[src/tmcs_pkg.sv]
// constants for the timer 0 mode, gate and clock-source block
// What this block does
// - timer 0 mode from mode register bits 1:0
// - modes 00/01/10: 13-bit, 16-bit, 8-bit reload
// - timer 1 mode 11 holds timer 1 stopped
// - gate set: count needs gate input and run
// - gate clear: count needs run only
// - timer source: core clock over 4 or 12
// - counter source: count pin falling edges
package tmcs_pkg;
    // ************************************************************
    // register offsets
    // ************************************************************
    localparam logic [3:0] TMCS_OFS_MODE  = 4'h0;
    localparam logic [3:0] TMCS_OFS_RUN   = 4'h1;
    localparam logic [3:0] TMCS_OFS_RATE  = 4'h2;
    localparam logic [3:0] TMCS_OFS_T0_LO = 4'h3;
    localparam logic [3:0] TMCS_OFS_T0_HI = 4'h4;
    localparam logic [3:0] TMCS_OFS_T1_LO = 4'h5;
    localparam logic [3:0] TMCS_OFS_T1_HI = 4'h6;
    // ************************************************************
    // field positions
    // ************************************************************
    localparam int TMCS_MODE_LOW_BIT  = 0;
    localparam int TMCS_MODE_HIGH_BIT = 1;
    localparam int TMCS_SRC_BIT       = 2;
    localparam int TMCS_GATE_BIT      = 3;
    localparam int TMCS_T1_MODE_LOW   = 4;
    localparam int TMCS_T1_MODE_HIGH  = 5;
    localparam int TMCS_RUN0_BIT      = 4;
    localparam int TMCS_RUN1_BIT      = 6;
    localparam int TMCS_RATE0_BIT     = 3;
    // ************************************************************
    // reset values, mode codes, divider counts
    // ************************************************************
    localparam logic [7:0] TMCS_RST_BYTE  = 8'h00;
    localparam logic [1:0] TMCS_MODE_13   = 2'h0;
    localparam logic [1:0] TMCS_MODE_16   = 2'h1;
    localparam logic [1:0] TMCS_MODE_8RL  = 2'h2;
    localparam logic [1:0] TMCS_MODE_STOP = 2'h3;
    localparam logic [3:0] TMCS_DIV_FAST  = 4'h4;
    localparam logic [3:0] TMCS_DIV_SLOW  = 4'hC;
endpackage : tmcs_pkg

[src/tmcs_tick_if.sv]
// signals between the pin/tick front end and the timer core
`timescale 1ns/100ps
interface tmcs_tick_if;
    logic rate_fast;
    logic core_tick;
    logic pin_fall;
    logic gate_level;
    modport front (input rate_fast, output core_tick, output pin_fall, output gate_level);
    modport core  (output rate_fast, input core_tick, input pin_fall, input gate_level);
endinterface : tmcs_tick_if

[src/tmcs_front.sv]
// pin synchronisers, count-pin edge detect and core clock prescaler
`timescale 1ns/100ps
module tmcs_front
    import tmcs_pkg::*;
(
    input  wire logic  i_core_clk,
    input  wire logic  i_rstn,
    input  wire logic  i_count_pin,
    input  wire logic  i_gate_pin,
    tmcs_tick_if.front tick
);
    logic [1:0] cnt_sync_reg, cnt_sync_next;
    logic [1:0] gate_sync_reg, gate_sync_next;
    logic       cnt_last_reg, cnt_last_next;
    logic [3:0] div_reg, div_next;
    logic [3:0] div_end;

    // ************************************************************
    // synchronisers and edge detect
    // ************************************************************
    always_comb begin
        cnt_sync_next  = {cnt_sync_reg[0], i_count_pin};
        gate_sync_next = {gate_sync_reg[0], i_gate_pin};
        cnt_last_next  = cnt_sync_reg[1];
    end

    // ************************************************************
    // prescaler
    // ************************************************************
    always_comb begin
        div_end = tick.rate_fast ? TMCS_DIV_FAST : TMCS_DIV_SLOW;
        // wrap also when the rate drops below the current count
        if (div_reg >= div_end - 4'h1) begin
            div_next = 4'h0;
        end else begin
            div_next = div_reg + 4'h1;
        end
    end

    always_ff @(posedge i_core_clk or negedge i_rstn) begin
        if (!i_rstn) begin
            cnt_sync_reg  <= 2'h0;
            gate_sync_reg <= 2'h0;
            cnt_last_reg  <= 1'b0;
            div_reg       <= 4'h0;
        end else begin
            cnt_sync_reg  <= cnt_sync_next;
            gate_sync_reg <= gate_sync_next;
            cnt_last_reg  <= cnt_last_next;
            div_reg       <= div_next;
        end
    end

    assign tick.core_tick  = (div_reg >= div_end - 4'h1);
    assign tick.pin_fall   = cnt_last_reg & ~cnt_sync_reg[1];
    assign tick.gate_level = gate_sync_reg[1];
endmodule : tmcs_front

[src/tmcs_timer.sv]
// timer 0 mode, gating and source select with timer 1 halt in mode 3
//
// The implementer's own choices: strobed register access and the placing of the registers.
`timescale 1ns/100ps
module tmcs_timer
    import tmcs_pkg::*;
(
    input  wire logic       i_core_clk,
    input  wire logic       i_rstn,
    input  wire logic [3:0] i_addr,
    input  wire logic [7:0] i_wdata,
    input  wire logic       i_wr,
    input  wire logic       i_rd,
    output logic      [7:0] o_rdata,
    input  wire logic       i_timer_zero_count_pin,
    input  wire logic       i_external_gate_input,
    output logic            o_timer_zero_overflow,
    output logic            o_timer_one_halted
);
    logic [7:0] mode_reg, mode_next;
    logic [7:0] run_reg, run_next;
    logic [7:0] rate_reg, rate_next;
    logic [7:0] t0_lo_reg, t0_lo_next;
    logic [7:0] t0_hi_reg, t0_hi_next;
    logic [7:0] t1_lo_reg, t1_lo_next;
    logic [7:0] t1_hi_reg, t1_hi_next;
    logic [7:0] rdata_reg, rdata_next;
    logic       ovf_reg, ovf_next;
    logic       halt_reg, halt_next;
    logic [1:0] t0_mode;
    logic       t0_enable;
    logic       t0_step;
    logic       t1_step;
    logic [13:0] sum13;
    logic [16:0] sum16;
    logic [8:0]  sum8;
    logic [16:0] sum1;

    tmcs_tick_if tick ();

    tmcs_front u_front (
        .i_core_clk  (i_core_clk),
        .i_rstn      (i_rstn),
        .i_count_pin (i_timer_zero_count_pin),
        .i_gate_pin  (i_external_gate_input),
        .tick        (tick)
    );

    function automatic logic wr_hit(input logic [3:0] ofs);
        wr_hit = i_wr && (i_addr == ofs);
    endfunction : wr_hit

    // ************************************************************
    // count qualification
    // ************************************************************
    always_comb begin
        tick.rate_fast = rate_reg[TMCS_RATE0_BIT];
        t0_mode   = {mode_reg[TMCS_MODE_HIGH_BIT], mode_reg[TMCS_MODE_LOW_BIT]};
        // gate clear ignores the gate pin entirely
        t0_enable = run_reg[TMCS_RUN0_BIT]
                    & (~mode_reg[TMCS_GATE_BIT] | tick.gate_level);
        t0_step   = t0_enable & (mode_reg[TMCS_SRC_BIT] ? tick.pin_fall
                                                        : tick.core_tick);
        halt_next = {mode_reg[TMCS_T1_MODE_HIGH], mode_reg[TMCS_T1_MODE_LOW]}
                    == TMCS_MODE_STOP;
        t1_step   = run_reg[TMCS_RUN1_BIT] & tick.core_tick & ~halt_next;
    end

    // ************************************************************
    // timer 0 counting
    // ************************************************************
    always_comb begin
        sum13      = {1'b0, t0_hi_reg, t0_lo_reg[4:0]} + 14'h0001;
        sum16      = {1'b0, t0_hi_reg, t0_lo_reg} + 17'h00001;
        sum8       = {1'b0, t0_lo_reg} + 9'h001;
        t0_lo_next = t0_lo_reg;
        t0_hi_next = t0_hi_reg;
        ovf_next   = 1'b0;
        if (t0_step) begin
            unique case (t0_mode)
                TMCS_MODE_13: begin
                    // upper three prescaler bits are left as software wrote them
                    t0_lo_next = {t0_lo_reg[7:5], sum13[4:0]};
                    t0_hi_next = sum13[12:5];
                    ovf_next   = sum13[13];
                end
                TMCS_MODE_16: begin
                    t0_lo_next = sum16[7:0];
                    t0_hi_next = sum16[15:8];
                    ovf_next   = sum16[16];
                end
                TMCS_MODE_8RL: begin
                    t0_lo_next = sum8[8] ? t0_hi_reg : sum8[7:0];
                    ovf_next   = sum8[8];
                end
                TMCS_MODE_STOP: begin
                    // mode 3 of timer 0 is kept as a plain 8-bit wrap
                    t0_lo_next = sum8[7:0];
                    ovf_next   = sum8[8];
                end
            endcase
        end
        // a software write takes precedence over a count step
        if (wr_hit(TMCS_OFS_T0_LO)) begin
            t0_lo_next = i_wdata;
        end
        if (wr_hit(TMCS_OFS_T0_HI)) begin
            t0_hi_next = i_wdata;
        end
    end

    // ************************************************************
    // timer 1 count, only to show the mode 3 halt
    // ************************************************************
    always_comb begin
        sum1       = {1'b0, t1_hi_reg, t1_lo_reg} + 17'h00001;
        t1_lo_next = t1_step ? sum1[7:0] : t1_lo_reg;
        t1_hi_next = t1_step ? sum1[15:8] : t1_hi_reg;
        if (wr_hit(TMCS_OFS_T1_LO)) begin
            t1_lo_next = i_wdata;
        end
        if (wr_hit(TMCS_OFS_T1_HI)) begin
            t1_hi_next = i_wdata;
        end
    end

    // ************************************************************
    // register port
    // ************************************************************
    always_comb begin
        mode_next  = wr_hit(TMCS_OFS_MODE) ? i_wdata : mode_reg;
        run_next   = wr_hit(TMCS_OFS_RUN) ? i_wdata : run_reg;
        rate_next  = wr_hit(TMCS_OFS_RATE) ? i_wdata : rate_reg;
        rdata_next = 8'h00;
        if (i_rd) begin
            unique case (i_addr)
                TMCS_OFS_MODE:  rdata_next = mode_reg;
                TMCS_OFS_RUN:   rdata_next = run_reg;
                TMCS_OFS_RATE:  rdata_next = rate_reg;
                TMCS_OFS_T0_LO: rdata_next = t0_lo_reg;
                TMCS_OFS_T0_HI: rdata_next = t0_hi_reg;
                TMCS_OFS_T1_LO: rdata_next = t1_lo_reg;
                TMCS_OFS_T1_HI: rdata_next = t1_hi_reg;
                default:        rdata_next = 8'h00;
            endcase
        end
    end

    always_ff @(posedge i_core_clk or negedge i_rstn) begin
        if (!i_rstn) begin
            mode_reg  <= TMCS_RST_BYTE;
            run_reg   <= TMCS_RST_BYTE;
            rate_reg  <= TMCS_RST_BYTE;
            t0_lo_reg <= TMCS_RST_BYTE;
            t0_hi_reg <= TMCS_RST_BYTE;
            t1_lo_reg <= TMCS_RST_BYTE;
            t1_hi_reg <= TMCS_RST_BYTE;
            rdata_reg <= TMCS_RST_BYTE;
            ovf_reg   <= 1'b0;
            halt_reg  <= 1'b0;
        end else begin
            mode_reg  <= mode_next;
            run_reg   <= run_next;
            rate_reg  <= rate_next;
            t0_lo_reg <= t0_lo_next;
            t0_hi_reg <= t0_hi_next;
            t1_lo_reg <= t1_lo_next;
            t1_hi_reg <= t1_hi_next;
            rdata_reg <= rdata_next;
            ovf_reg   <= ovf_next;
            halt_reg  <= halt_next;
        end
    end

    assign o_rdata               = rdata_reg;
    assign o_timer_zero_overflow = ovf_reg;
    assign o_timer_one_halted    = halt_reg;
endmodule : tmcs_timer

[config.mk]
export PLATFORM = sky130hd
export DESIGN_NAME = tmcs_timer
export DESIGN_NICKNAME = d
export VERILOG_FILES = /design/src/tmcs_pkg.sv /design/src/tmcs_tick_if.sv /design/src/tmcs_front.sv /design/src/tmcs_timer.sv
export SDC_FILE = /design/constraint.sdc
export NUM_CORES = 1
export LEC_CHECK = 0
export BUFFER_PORTS_ARGS = -buffer_cell sky130_fd_sc_hd__buf_4
export CORE_ASPECT_RATIO = 0.8
export CORE_MARGIN = 4
export CORE_UTILIZATION = 30
export CTS_CLUSTER_DIAMETER = 60
export DETAILED_ROUTE_END_ITERATION = 10
export GPL_ROUTABILITY_DRIVEN = 0
export PLACE_DENSITY_LB_ADDON = 0.12
export SYNTH_ARGS = -nofsm -noshare
export SYNTH_HDL_FRONTEND = slang
export SYNTH_SLANG_ARGS = --single-unit
export TNS_END_PERCENT = 5
[constraint.sdc]
create_clock -name i_core_clk -period 5.33 [get_ports i_core_clk]
set_clock_uncertainty 0.1 [all_clocks]
set_input_delay 0.533 -clock i_core_clk [delete_from_list [all_inputs] [get_ports i_core_clk]]
set_output_delay 0.533 -clock i_core_clk [all_outputs]
set_load 0.005 [all_outputs]
# --- Word level (Yosys, flattened, before mapping) ---
# Cells that the tools add are included.
word_totals:
  regBits: 75
  latchBits: 0
  ram_bits: 0
  romBits: 0
  wordCells: 77
  memories: 0
op_classes:
  addsub: 6
  multipliers: 0
  div: 0
  magnitude_cmp: 1
  eq_ne: 11
  shifts: 0
  n_mux: 18
  bitwise_logic: 9
  n_reduce_logical: 17
ops:
  columns: ["cell", "n"]
  rows:
  - ["$mux W8", 10]
  - ["$pmux W8 S7", 1]
  - ["$pmux W8 S4", 1]
  - ["$add A16 B1 Y17 const B", 1]
  - ["$add A16 B1 Y16 const B", 1]
  - ["$pmux W8 S2", 1]
  - ["$add A13 B1 Y14 const B", 1]
  - ["$eq A4 B3 Y1 const B", 3]
  - ["$add A8 B1 Y9 const B", 1]
  - ["$eq A4 B2 Y1 const B", 2]
  - ["$mux W4", 2]
  - ["$reduce_bool A2 Y1", 4]
  - ["$logic_and A1 B1 Y1", 7]
  - ["$eq A2 B2 Y1 const B", 3]
  - ["$and A1 B1 Y1", 5]
  - ["$add A4 B1 Y4 const B", 1]
  - ["$eq A4 B1 Y1 const B", 1]
  - ["$ge A4 B4 Y1", 1]
  - ["$logic_not A4 Y1", 1]
  - ["$reduce_and A2 Y1", 2]
  - ["$sub A4 B1 Y4 const B", 1]
  - ["$not A1 Y1", 3]
  - ["$pmux W1 S3", 1]
  - ["$reduce_bool A3 Y1", 1]
  - ["6 further kinds", 7]

# --- Longest topological paths before layout ---
# Gate-level depths: netlist of the first run.
depth:
  word_depth: 7
  depth_mapped: 8
  depth_no_buf: 6

# --- By module ---
# A second synthesis of the first run with hierarchy kept.
unflattened:
  hier_cells: 415
  hier_area_um2: 4141.5
by_module_without_submodules:
  columns: ["module", "n_inst", "cells_each", "area_per_inst_um2"]
  rows:
  - ["tmcs_timer", 1, 393, 3802.4]
  - ["tmcs_front", 1, 22, 339.1]

# --- Least setup slack after synthesis of the first run ---
# Ideal clock, no wire load.
synth_path:
  path_kind: "input to register"
  start: "input i_addr[0]"
  end: "register t1_hi_reg[5]"
  setup_ps: 124
  arrival_ps: 1984
  required_time_ps: 5106
  setup_slack_ps: 3122
  cell_stages: 5
  path_buffers: 1
  path_cell_list: "clkbuf_1 -> nor4bb_1 -> nand2_1 -> and4b_1 -> a211o_1"
synth_via:
  elab_chain_cells: 3
  word_cells_on_any_way: 4
  cone_classes: "1 x eq/ne; 1 x mux; 2 x reduce/logical"
synth_rtl:
  columns: ["element", "line_no", "source"]
  rows:
  - ["start: declaration", "tmcs_timer.sv:10", "input wire logic [3:0] i_addr,"]
  - ["$eq A4 B3 Y1 *", "tmcs_timer.sv:50", "wr_hit = i_wr && (i_addr == ofs);"]
  - ["$logic_and A1 B1 Y1 *", "tmcs_timer.sv:50", null]
  - ["$mux W8 or $reduce_bool A2 Y1 (tied branches)", null, null]
  - ["end signal: assignment", "tmcs_timer.sv:168", "t1_hi_reg <= t1_hi_next;"]
  - ["end: declaration", "tmcs_timer.sv:26", "logic [7:0] t1_hi_reg, t1_hi_next;"]
# Mark *: on every way between the ends. The rest lies on a longest branch, timed or not.
# A chain may end at the register's enable or synchronous reset.

# --- Worst setup path after layout of the first run ---
# Same ends and word-level chain as after synthesis.

==> impl_metrics.ini, run 1 <==
[critical_path]
r2r_start = rate_reg[3]
path_cells = buf_4 -> nor4bb_1 -> nand2_1 -> and4b_1 -> a211o_1
cp_data_required_time_ns = 5.45
critical-path-max-stage-delay_ns = 0.85
worstSetupEndpointType = flip-flop
r2r_end = t1_hi_reg[5]
worstPathArrival_ns = 2.65
r2r_setup_slack_ns = 2.89
start_kind = input port
cp_num_buf_inv = 1
crit_slowest_cell = nor4bb_1
worst_r2r_path_depth = 6
path_class = input port to flip-flop
crit_fanout = 27
cp_top_family = simple AND/OR/NAND/NOR gates

[timing]
hold_violations = 0
final.min_clock_period_ns = 2.52
fin_crit_sh = 0.474
drv_slew = 0
setup_viol = 0
worstMarginPinSlew_ns = 0.992
slew_headroom = 0.339
fmax_mhz = 396
finalSetupTns_ns = 0
rsz0062_at_grt = no

[route]
drc = 0
drt-pass1-iter-count = 5
first_iter_violations = 255
totalWireLength_um = 11800
vias = 3254
wire_per_inst_um = 19.3
ant_nets = 0
vias_per_cell = 5.33

[worst_hold_path]
holdPathStages = 1
hold_start = i_timer_zero_count_pin
hold_end = u_front.cnt_sync_reg[0]
hold_path_class = input port to flip-flop

[pwr]
fin_total_pwr_w = 0.00212
peakVddDrop_v = 0.000183
p_leak_nw = 1.92
clkPwrFrac = 0.289
p_seq_frac = 0.452
p_int_w = 0.00138
power.density_mw_per_mm2 = 454
p_sw_frac = 0.352
p_switching_w = 0.000748
power.share.combinational = 0.259

[clock_tree]
postCtsHoldBufs = 0
cts_root_buf = clkbuf_16
cts_setup_buffers = 0
cts_buffer_depth = 2
cts_tree = built
numCtsBuffers = 9
clock_latency_ns = 0.34
cts_resized = 0
clkSinkCount = 75
h-tree-depth = 3
clkTransAtPathRegs_ns = 0.05

[floorplan]
die_h_um = 112
die_area_mm2 = 0.0154
dieWidth_um = 138
core_mm2 = 0.0130
row_count = 37
pin_count = 28
start_util = 0.311

[finish]
final_area_mm2 = 0.00468
nets = 454
syn2layout_area_growth_pct = 15.7
num-fill-cells = 1309
drive_above_1_share = 0.170
diodes = 0
fin_cells = 611

[synth]
synth_area_mm2 = 0.00405
syn_area_per_cell_um2 = 9.80
ys_ff_latch = 75
synthDistinctLibCells = 54
synth_edf_count = 0
synthCells = 413
synth_nets = 435
ys_seq_area_frac = 0.464
synth_ff_type = dfrtp_1
async_reset_ff_frac = 1.00
yosysWarnings = 0

[global_route]
grt_pass1_vias = 3325
overflow = 0
grt_pass1_wl_um = 19100
track_usage = 0.164
antenna_found_initial = 0
grt_max_degree = 76

[place]
place_area_mm2 = 0.00439
dp.cells = 596
hpwlAfterDp_um = 8320
port_buffers = 27

[run_status]
status = complete, no violations

[flow_run]
drv_cap = 0
## per-stage QoR
stage | util | setup slack, ns | hold WS, ns
finish | 0.360 | 2.81 | 0.198
global route | 0.360 | 2.58 | 0.182
CTS | 0.360 | 2.85 | 0.185
detailed placement | 0.337 | 2.50 | 0.237
global placement | 0.337 | 2.61 | 0.232
floorplan | - | 3.12 | 0.137
## cell usage in the layout (no fill, tap or decap), drive strengths merged, types with 7 or more instances in the layout
master / count
nand3: 15
o21ai: 17
nand2: 34
nor3: 16
clkbuf: 13
mux2: 30
nor2: 42
dfrtp: 75
nor2b: 7
buf: 27
a21oi: 28
a22oi: 7
xnor2: 15
a31oi: 9
inv: 9
## how the worst max path moves through the flow
| stage | cells after the start | to | start |
|---|---|---|---|
| after floorplan | 5 | t1_hi_reg[5] | i_addr[0] |
| after global placement | 5 | t1_hi_reg[5] | i_addr[0] |
| after detailed placement | 5 | t1_hi_reg[5] | i_addr[0] |
| after CTS | 5 | t1_hi_reg[5] | i_addr[0] |
| after global routing | 5 | t1_hi_reg[5] | i_addr[0] |
| final | 5 | t1_hi_reg[5] | i_addr[0] |
## layout make-up
type	instances	area (um^2)	area share
multi-input combinational	310	2050	0.439
tap	175	219	0.0468
inverter	9	33.8	0.00722
clock inverter	2	35.0	0.00748
sequential	75	1880	0.401
timing repair buffer	27	203	0.0433
clock buffer	13	260	0.0556
## routing by layer
| layer | vias to the layer above | track usage | wire [um] |
|---|---|---|---|
| li1 | 1557 | - | - |
| met1 | 1614 | 0.242 | 6000 |
| met2 | 66 | 0.231 | 5020 |
| met3 | 17 | 0.0429 | 516 |
| met4 | 0 | 0.0546 | 241 |
| met5 | - | 0 | 0 |
## power by group through the flow
stage / Combinational (W) / Sequential [W] / Clock, W
2_1_floorplan: 0.000445 / 0.000861 / 0
3_3_place_gp: 0.000540 / 0.000968 / 0
3_5_place_dp: 0.000551 / 0.000966 / 0
4_1_cts: 0.000555 / 0.000959 / 0.000631
5_1_grt: 0.000626 / 0.000986 / 0.000656
6_report: 0.000549 / 0.000960 / 0.000614
## Yosys cell counts (9+ instances only)
library cell / n / area, um^2
a21oi_1: 28 / 140
clkbuf_1: 12 / 45.0
nor3_1: 15 / 75.1
xnor2_1: 15 / 131
inv_1: 9 / 33.8
mux2_2: 30 / 338
dfrtp_1: 75 / 1880
a31oi_1: 9 / 56.3
nor2_1: 42 / 158
o21ai_0: 17 / 85.1
nand2_1: 34 / 128
nand3_1: 15 / 75.1
## cell families (layout without fill, tap and decap cells)
kind of cell    after synthesis  count (layout)  synth area share
simple gates                153             153             0.189
fa+ha+maj                     4               4            0.0124
buf+inv                      28              51            0.0288
flops                        75              75             0.464
xor+xnor                     21              21            0.0455
mux                          35              35            0.0989
compound gates               97              97             0.161
(Power assumes the default switching activity.)
==> run 2: changes to the inputs <==
--- a/config.mk
+++ b/config.mk
@@ -5,6 +5,7 @@
 export SDC_FILE = /design/constraint.sdc
 export NUM_CORES = 1
 export LEC_CHECK = 0
+export ABC_AREA = 1
 export BUFFER_PORTS_ARGS = -buffer_cell sky130_fd_sc_hd__buf_4
 export CORE_ASPECT_RATIO = 0.8
 export CORE_MARGIN = 4
==> constraint.sdc (replaced) <==
create_clock -name i_core_clk -period 2.2 [get_ports i_core_clk]
set_clock_uncertainty 0.1 [all_clocks]
set_input_delay 0.22 -clock i_core_clk [delete_from_list [all_inputs] [get_ports i_core_clk]]
set_output_delay 0.22 -clock i_core_clk [all_outputs]
set_load 0.005 [all_outputs]
==> impl_metrics.ini, run 2 <==
[run_status]
status = complete, no violations

[timing]
worstMarginPinSlew_ns = 0.522
rsz0062_at_grt = no
setup_viol = 0
whs_ns = 0.0888
final.min_clock_period_ns = 1.90
hold_violations = 0
drv_slew = 0
fmax_mhz = 526
finalSetupTns_ns = 0
slew_headroom = 0.649
fin_crit_sh = 0.864

[pwr]
power.density_mw_per_mm2 = 1040
peakVddDrop_v = 0.000444
p_leak_nw = 2.60

[floorplan]
row_count = 40
dieWidth_um = 146
start_util = 0.306
die_h_um = 119
die_area_mm2 = 0.0174
pin_count = 28
core_mm2 = 0.0150

[global_route]
antenna_found_initial = 0
grt_pass1_wl_um = 23100
grt_max_degree = 76
track_usage = 0.171
overflow = 0
grt_pass1_vias = 4026

[route]
vias = 4212
drc = 0
wire_per_inst_um = 17.2
drt-pass1-iter-count = 5
first_iter_violations = 458
vias_per_cell = 4.98
ant_nets = 0
totalWireLength_um = 14600

[finish]
diodes = 0
nets = 675
final_cell_mix = nand2_1 (185), inv_1 (82), dfrtp_1 (75)
final_common_cell = nand2_1
num-fill-cells = 1595
drive_above_1_share = 0.151
syn2layout_area_growth_pct = 16.6

[synth]
synth_compound_area_frac = 0.131
yosysTopAreaCell = dfrtp_1
synth_ff_type = dfrtp_1
synthDistinctLibCells = 37
ys_seq_area_frac = 0.408
muxShareOfSynthArea = 0.00571
synthCells = 615
synthSimpleGateAreaFrac = 0.335
synth_area_mm2 = 0.00460
synth_top_family_by_area = simple AND/OR/NAND/NOR gates
synth_nets = 637
synth_area_leaders = dfrtp_1 (41%), nand2_1 (15%), inv_1 (6.7%)
ys_ff_latch = 75
synthAdderAreaFrac = 0.0109
async_reset_ff_frac = 1.00
synth_edf_count = 0
yosysTopAreaCellShare = 0.408
post_synth_most_frequent_cells = nand2_1 (185), inv_1 (82), dfrtp_1 (75)
yosysWarnings = 0
yosys.cell_count.top_type = nand2_1
syn_area_per_cell_um2 = 7.48
synthXorXnorAreaFrac = 0.0248

[critical_path]
cp_top_family = simple AND/OR/NAND/NOR gates
cp_num_buf_inv = 0
critPathMostFrequentCell = nand2_1
crit_fanout = 11
worstSetupEndpointType = flip-flop
path_cells = ha_1 -> nand2_1 -> nor2_4 -> nand2_4 -> nor2_2 -> nand2_1 -> nand2_1 -> o21ai_0 -> o21ai_1
crit_slowest_cell = dfrtp_1
worstPathArrival_ns = 2.07
path_class = flip-flop to flip-flop
critical-path-max-stage-delay_ns = 0.42
cp_data_required_time_ns = 2.36
start_kind = flip-flop

[clock_tree]
cts_root_buf = clkbuf_16
cts_resized = 0
postCtsHoldBufs = 3
clock_latency_ns = 0.33
h-tree-depth = 3
cts_buffer_depth = 2
clkSinkCount = 75
numCtsBuffers = 9
cts_setup_buffers = 0
clkTransAtPathRegs_ns = 0.06
cts_tree = built

[place]
port_buffers = 27
hpwlAfterDp_um = 10700

[flow_run]
drv_cap = 0

[worst_hold_path]
hold_path_class = input port to flip-flop
==> run 2: cell types whose count changed after synthesis, moves of 12 or more <==
| cell | delta |
|---|---|
| clkbuf_1 | -12 |
| inv_1 | +73 |
| mux2_2 | -29 |
| nand2_1 | +151 |
| nand3_1 | +37 |
| o21ai_0 | +15 |
| o22ai_1 | +13 |
| xnor2_1 | -12 |
==> run 2: where the power goes <==
group / switching [W] / internal [W] / total [W]
clock: 0.000590 / 0.000986 / 0.00158
combinational: 0.00108 / 0.000625 / 0.00171
sequential: 0.000490 / 0.00181 / 0.00230
total: 0.00216 / 0.00342 / 0.00558
==> run 2: layout make-up <==
cell class / count / area [um^2] / share of cell area
multi-input cells: 445 / 2330 / 0.435
flip-flops and latches: 75 / 1880 / 0.350
inverters: 90 / 347 / 0.0646
repair buffers: 32 / 260 / 0.0485
well taps: 189 / 236 / 0.0441
clock buffers: 10 / 229 / 0.0427
clock inverters: 5 / 78.8 / 0.0147
==> run 2: worst register-to-register path, stage by stage (launching register included) <==
cell	delay [ns]
dfrtp_1	0.42
ha_1	0.27
nand2_1	0.14
nor2_4	0.16
nand2_4	0.07
nor2_2	0.31
nand2_1	0.09
nand2_1	0.08
o21ai_0	0.07
o21ai_1	0.11
==> run 2: routing by layer <==
layer | global-route usage | vias up | wire length (um)
li1 | - | 2067 | -
met1 | 0.269 | 1974 | 7420
met2 | 0.239 | 162 | 6040
met3 | 0.0368 | 9 | 995
met4 | 0.0335 | 0 | 113
met5 | 0 | - | 0
==> run 2: through the flow <==
| step | instances | util | power, W | area [um^2] | setup slack [ns] |
|---|---|---|---|---|---|
| after global routing | 846 | 0.357 | 0.00598 | 5360 | 0.0986 |
| after floorplan | 615 | - | 0.00339 | 4600 | 0.623 |
| after global placement | 828 | 0.335 | 0.00399 | 5020 | 0.349 |
| after detailed placement | 828 | 0.335 | 0.00399 | 5020 | 0.327 |
| after CTS | 846 | 0.357 | 0.00561 | 5360 | 0.309 |
| final | 846 | 0.357 | 0.00558 | 5360 | 0.298 |
==> run 2: final timing paths <==
check / to / slack [ns] / startpoint / cells past startpoint
worst max-delay path: t0_lo_reg[2] / 0.30 / t0_lo_reg[1] / 9
worst min-delay path: t0_lo_reg[7] / 0.09 / i_wdata[7] / 3
worst max register to register: t0_lo_reg[2] / 0.30 / t0_lo_reg[1] / 9
worst min register to register: u_front.cnt_sync_reg[1] / 0.26 / u_front.cnt_sync_reg[0] / 0
max in group asynchronous: t0_hi_reg[2] / 1.30 / i_rstn / 3
min in group asynchronous: u_front.div_reg[2] / 0.34 / i_rstn / 3
==> run 2: cells by family (layout without fill, tap and decap cells) <==
family / Yosys count / count (layout)
xor+xnor: 13 / 13
simple gates: 329 / 329
mux: 2 / 2
flops: 75 / 75
buf+inv: 95 / 137
fa+ha+maj: 4 / 4
compound gates: 97 / 97
==> run 3: changes to the inputs <==
--- a/config.mk
+++ b/config.mk
@@ -14,6 +14,7 @@
 export DETAILED_ROUTE_END_ITERATION = 10
 export GPL_ROUTABILITY_DRIVEN = 0
 export PLACE_DENSITY_LB_ADDON = 0.12
+export REMOVE_ABC_BUFFERS = 1
 export SYNTH_ARGS = -nofsm -noshare
 export SYNTH_HDL_FRONTEND = slang
 export SYNTH_SLANG_ARGS = --single-unit
==> impl_metrics.ini, run 3 (synthesis gave the netlist of run 2 again) <==
[clock_tree]
numCtsBuffers = 9
clkSinkCount = 75
cts_tree = built
cts_resized = 0
cts_setup_buffers = 0
cts_root_buf = clkbuf_16
clock_latency_ns = 0.35
clkTransAtPathRegs_ns = 0.07
postCtsHoldBufs = 3
cts_buffer_depth = 2
h-tree-depth = 3

[timing]
fin_crit_sh = 0.882
finalSetupTns_ns = 0
slew_headroom = 0.586
hold_violations = 0
drv_slew = 0
rsz0062_at_grt = no
worstMarginPinSlew_ns = 0.616
final.min_clock_period_ns = 1.94
fmax_mhz = 515
setup_viol = 0

[finish]
nets = 676
syn2layout_area_growth_pct = 16.2
num-fill-cells = 1578
multi_input_area_mm2 = 0.00233
drive_above_1_share = 0.155
diodes = 0
final_common_cell = nand2_1
final_cell_mix = nand2_1 (185), inv_1 (82), dfrtp_1 (75)
final_area_mm2 = 0.00534
ff_latch_area_mm2 = 0.00188

[route]
drt-pass1-iter-count = 5
vias = 4169
first_iter_violations = 362
vias_per_cell = 4.92
ant_nets = 0
wire_per_inst_um = 16.9
totalWireLength_um = 14300
drc = 0

[place]
place_area_mm2 = 0.00503
hpwlAfterDp_um = 10800
port_buffers = 27

[global_route]
overflow = 0
antenna_found_initial = 0
grt_pass1_wl_um = 22800
grt_pass1_vias = 3951
grt_max_degree = 46
track_usage = 0.171

[critical_path]
worstPathArrival_ns = 2.12
path_cells = ha_1 -> nand2_1 -> nor2_4 -> nand2_4 -> nor2_2 -> nand2_1 -> nand2_1 -> o21ai_0 -> o21ai_1
cp_num_buf_inv = 0
path_class = flip-flop to flip-flop
worstSetupEndpointType = flip-flop
cp_data_required_time_ns = 2.38
crit_fanout = 11
r2r_start = t0_lo_reg[1]
worst_r2r_path_depth = 9
start_kind = flip-flop
critPathMostFrequentCell = nand2_1
cp_top_family = simple AND/OR/NAND/NOR gates
crit_slowest_cell = dfrtp_1
critical-path-max-stage-delay_ns = 0.42
r2r_end = t0_lo_reg[2]
r2r_setup_slack_ns = 0.26

[worst_hold_path]
hold_path_class = input port to flip-flop
holdPathStages = 3
hold_start = i_wdata[7]
hold_end = t1_hi_reg[7]

[floorplan]
die_h_um = 119
row_count = 40
start_util = 0.306
pin_count = 28
dieWidth_um = 146
core_mm2 = 0.0150
die_area_mm2 = 0.0174

[run_status]
status = complete, no violations

[flow_run]
drv_cap = 0

[pwr]
power.density_mw_per_mm2 = 1010
peakVddDrop_v = 0.000537
p_leak_nw = 2.59
## run 3: cell types whose count changed in the layout (fill, tap and decap cells not counted)
cell        delta
inv_6          +4
bufinv_16      -2
buf_4          +1
clkbuf_1       -1
clkinv_2       -1
clkinvlp_4     +1
## run 3: per-layer routing
layer | routed length [um] | part of all wire | GRT usage | up-vias
met5 | 0 | 0 | 0 | -
met4 | 236 | 0.016 | 0.0476 | 0
li1 | - | - | - | 2066
met3 | 784 | 0.055 | 0.0422 | 17
met2 | 5820 | 0.41 | 0.230 | 106
met1 | 7510 | 0.52 | 0.266 | 1980
## run 3: layout make-up
type / instances / share of cell area
clock inverters: 7 / 0.0105
inverters: 90 / 0.0649
repair buffers: 33 / 0.0501
multi-input cells: 445 / 0.437
flip-flops and latches: 75 / 0.351
well taps: 189 / 0.0443
clock buffers: 9 / 0.0422
## run 3: stage by stage
stage,hold WS [ns],instances,utilization,setup WS [ns],power [W]
after floorplan,-0.176,610,-,0.557,0.00338
after global placement,0.104,829,0.335,0.335,0.00399
after detailed placement,0.104,829,0.335,0.320,0.00400
after CTS,0.0550,848,0.356,0.283,0.00546
after global routing,0.0714,848,0.356,0.0545,0.00585
final,0.0617,848,0.356,0.259,0.00542
## run 3: report_power, final
part	switching [W]	internal, W
logic	0.00111	0.000637
registers	0.000441	0.00181
clock network	0.000645	0.000779
total	0.00219	0.00322
## run 3: worst max path at each step
stage	start	endpoint	slack (ns)	depth (start not counted)
5_1_grt	t0_lo_reg[1]	t0_lo_reg[2]	0.05	9
4_1_cts	t0_lo_reg[0]	t0_lo_reg[2]	0.28	9
3_3_place_gp	t0_lo_reg[0]	t0_lo_reg[2]	0.33	9
6_report	t0_lo_reg[1]	t0_lo_reg[2]	0.26	9
2_1_floorplan	t0_lo_reg[0]	t0_lo_reg[2]	0.56	9
3_5_place_dp	t0_lo_reg[1]	t0_lo_reg[2]	0.32	9
## run 3: worst min-delay path: cells and delay by family
family	cells	cell delay [ns]
buf+inv	1	0.13
simple gates	2	0.13
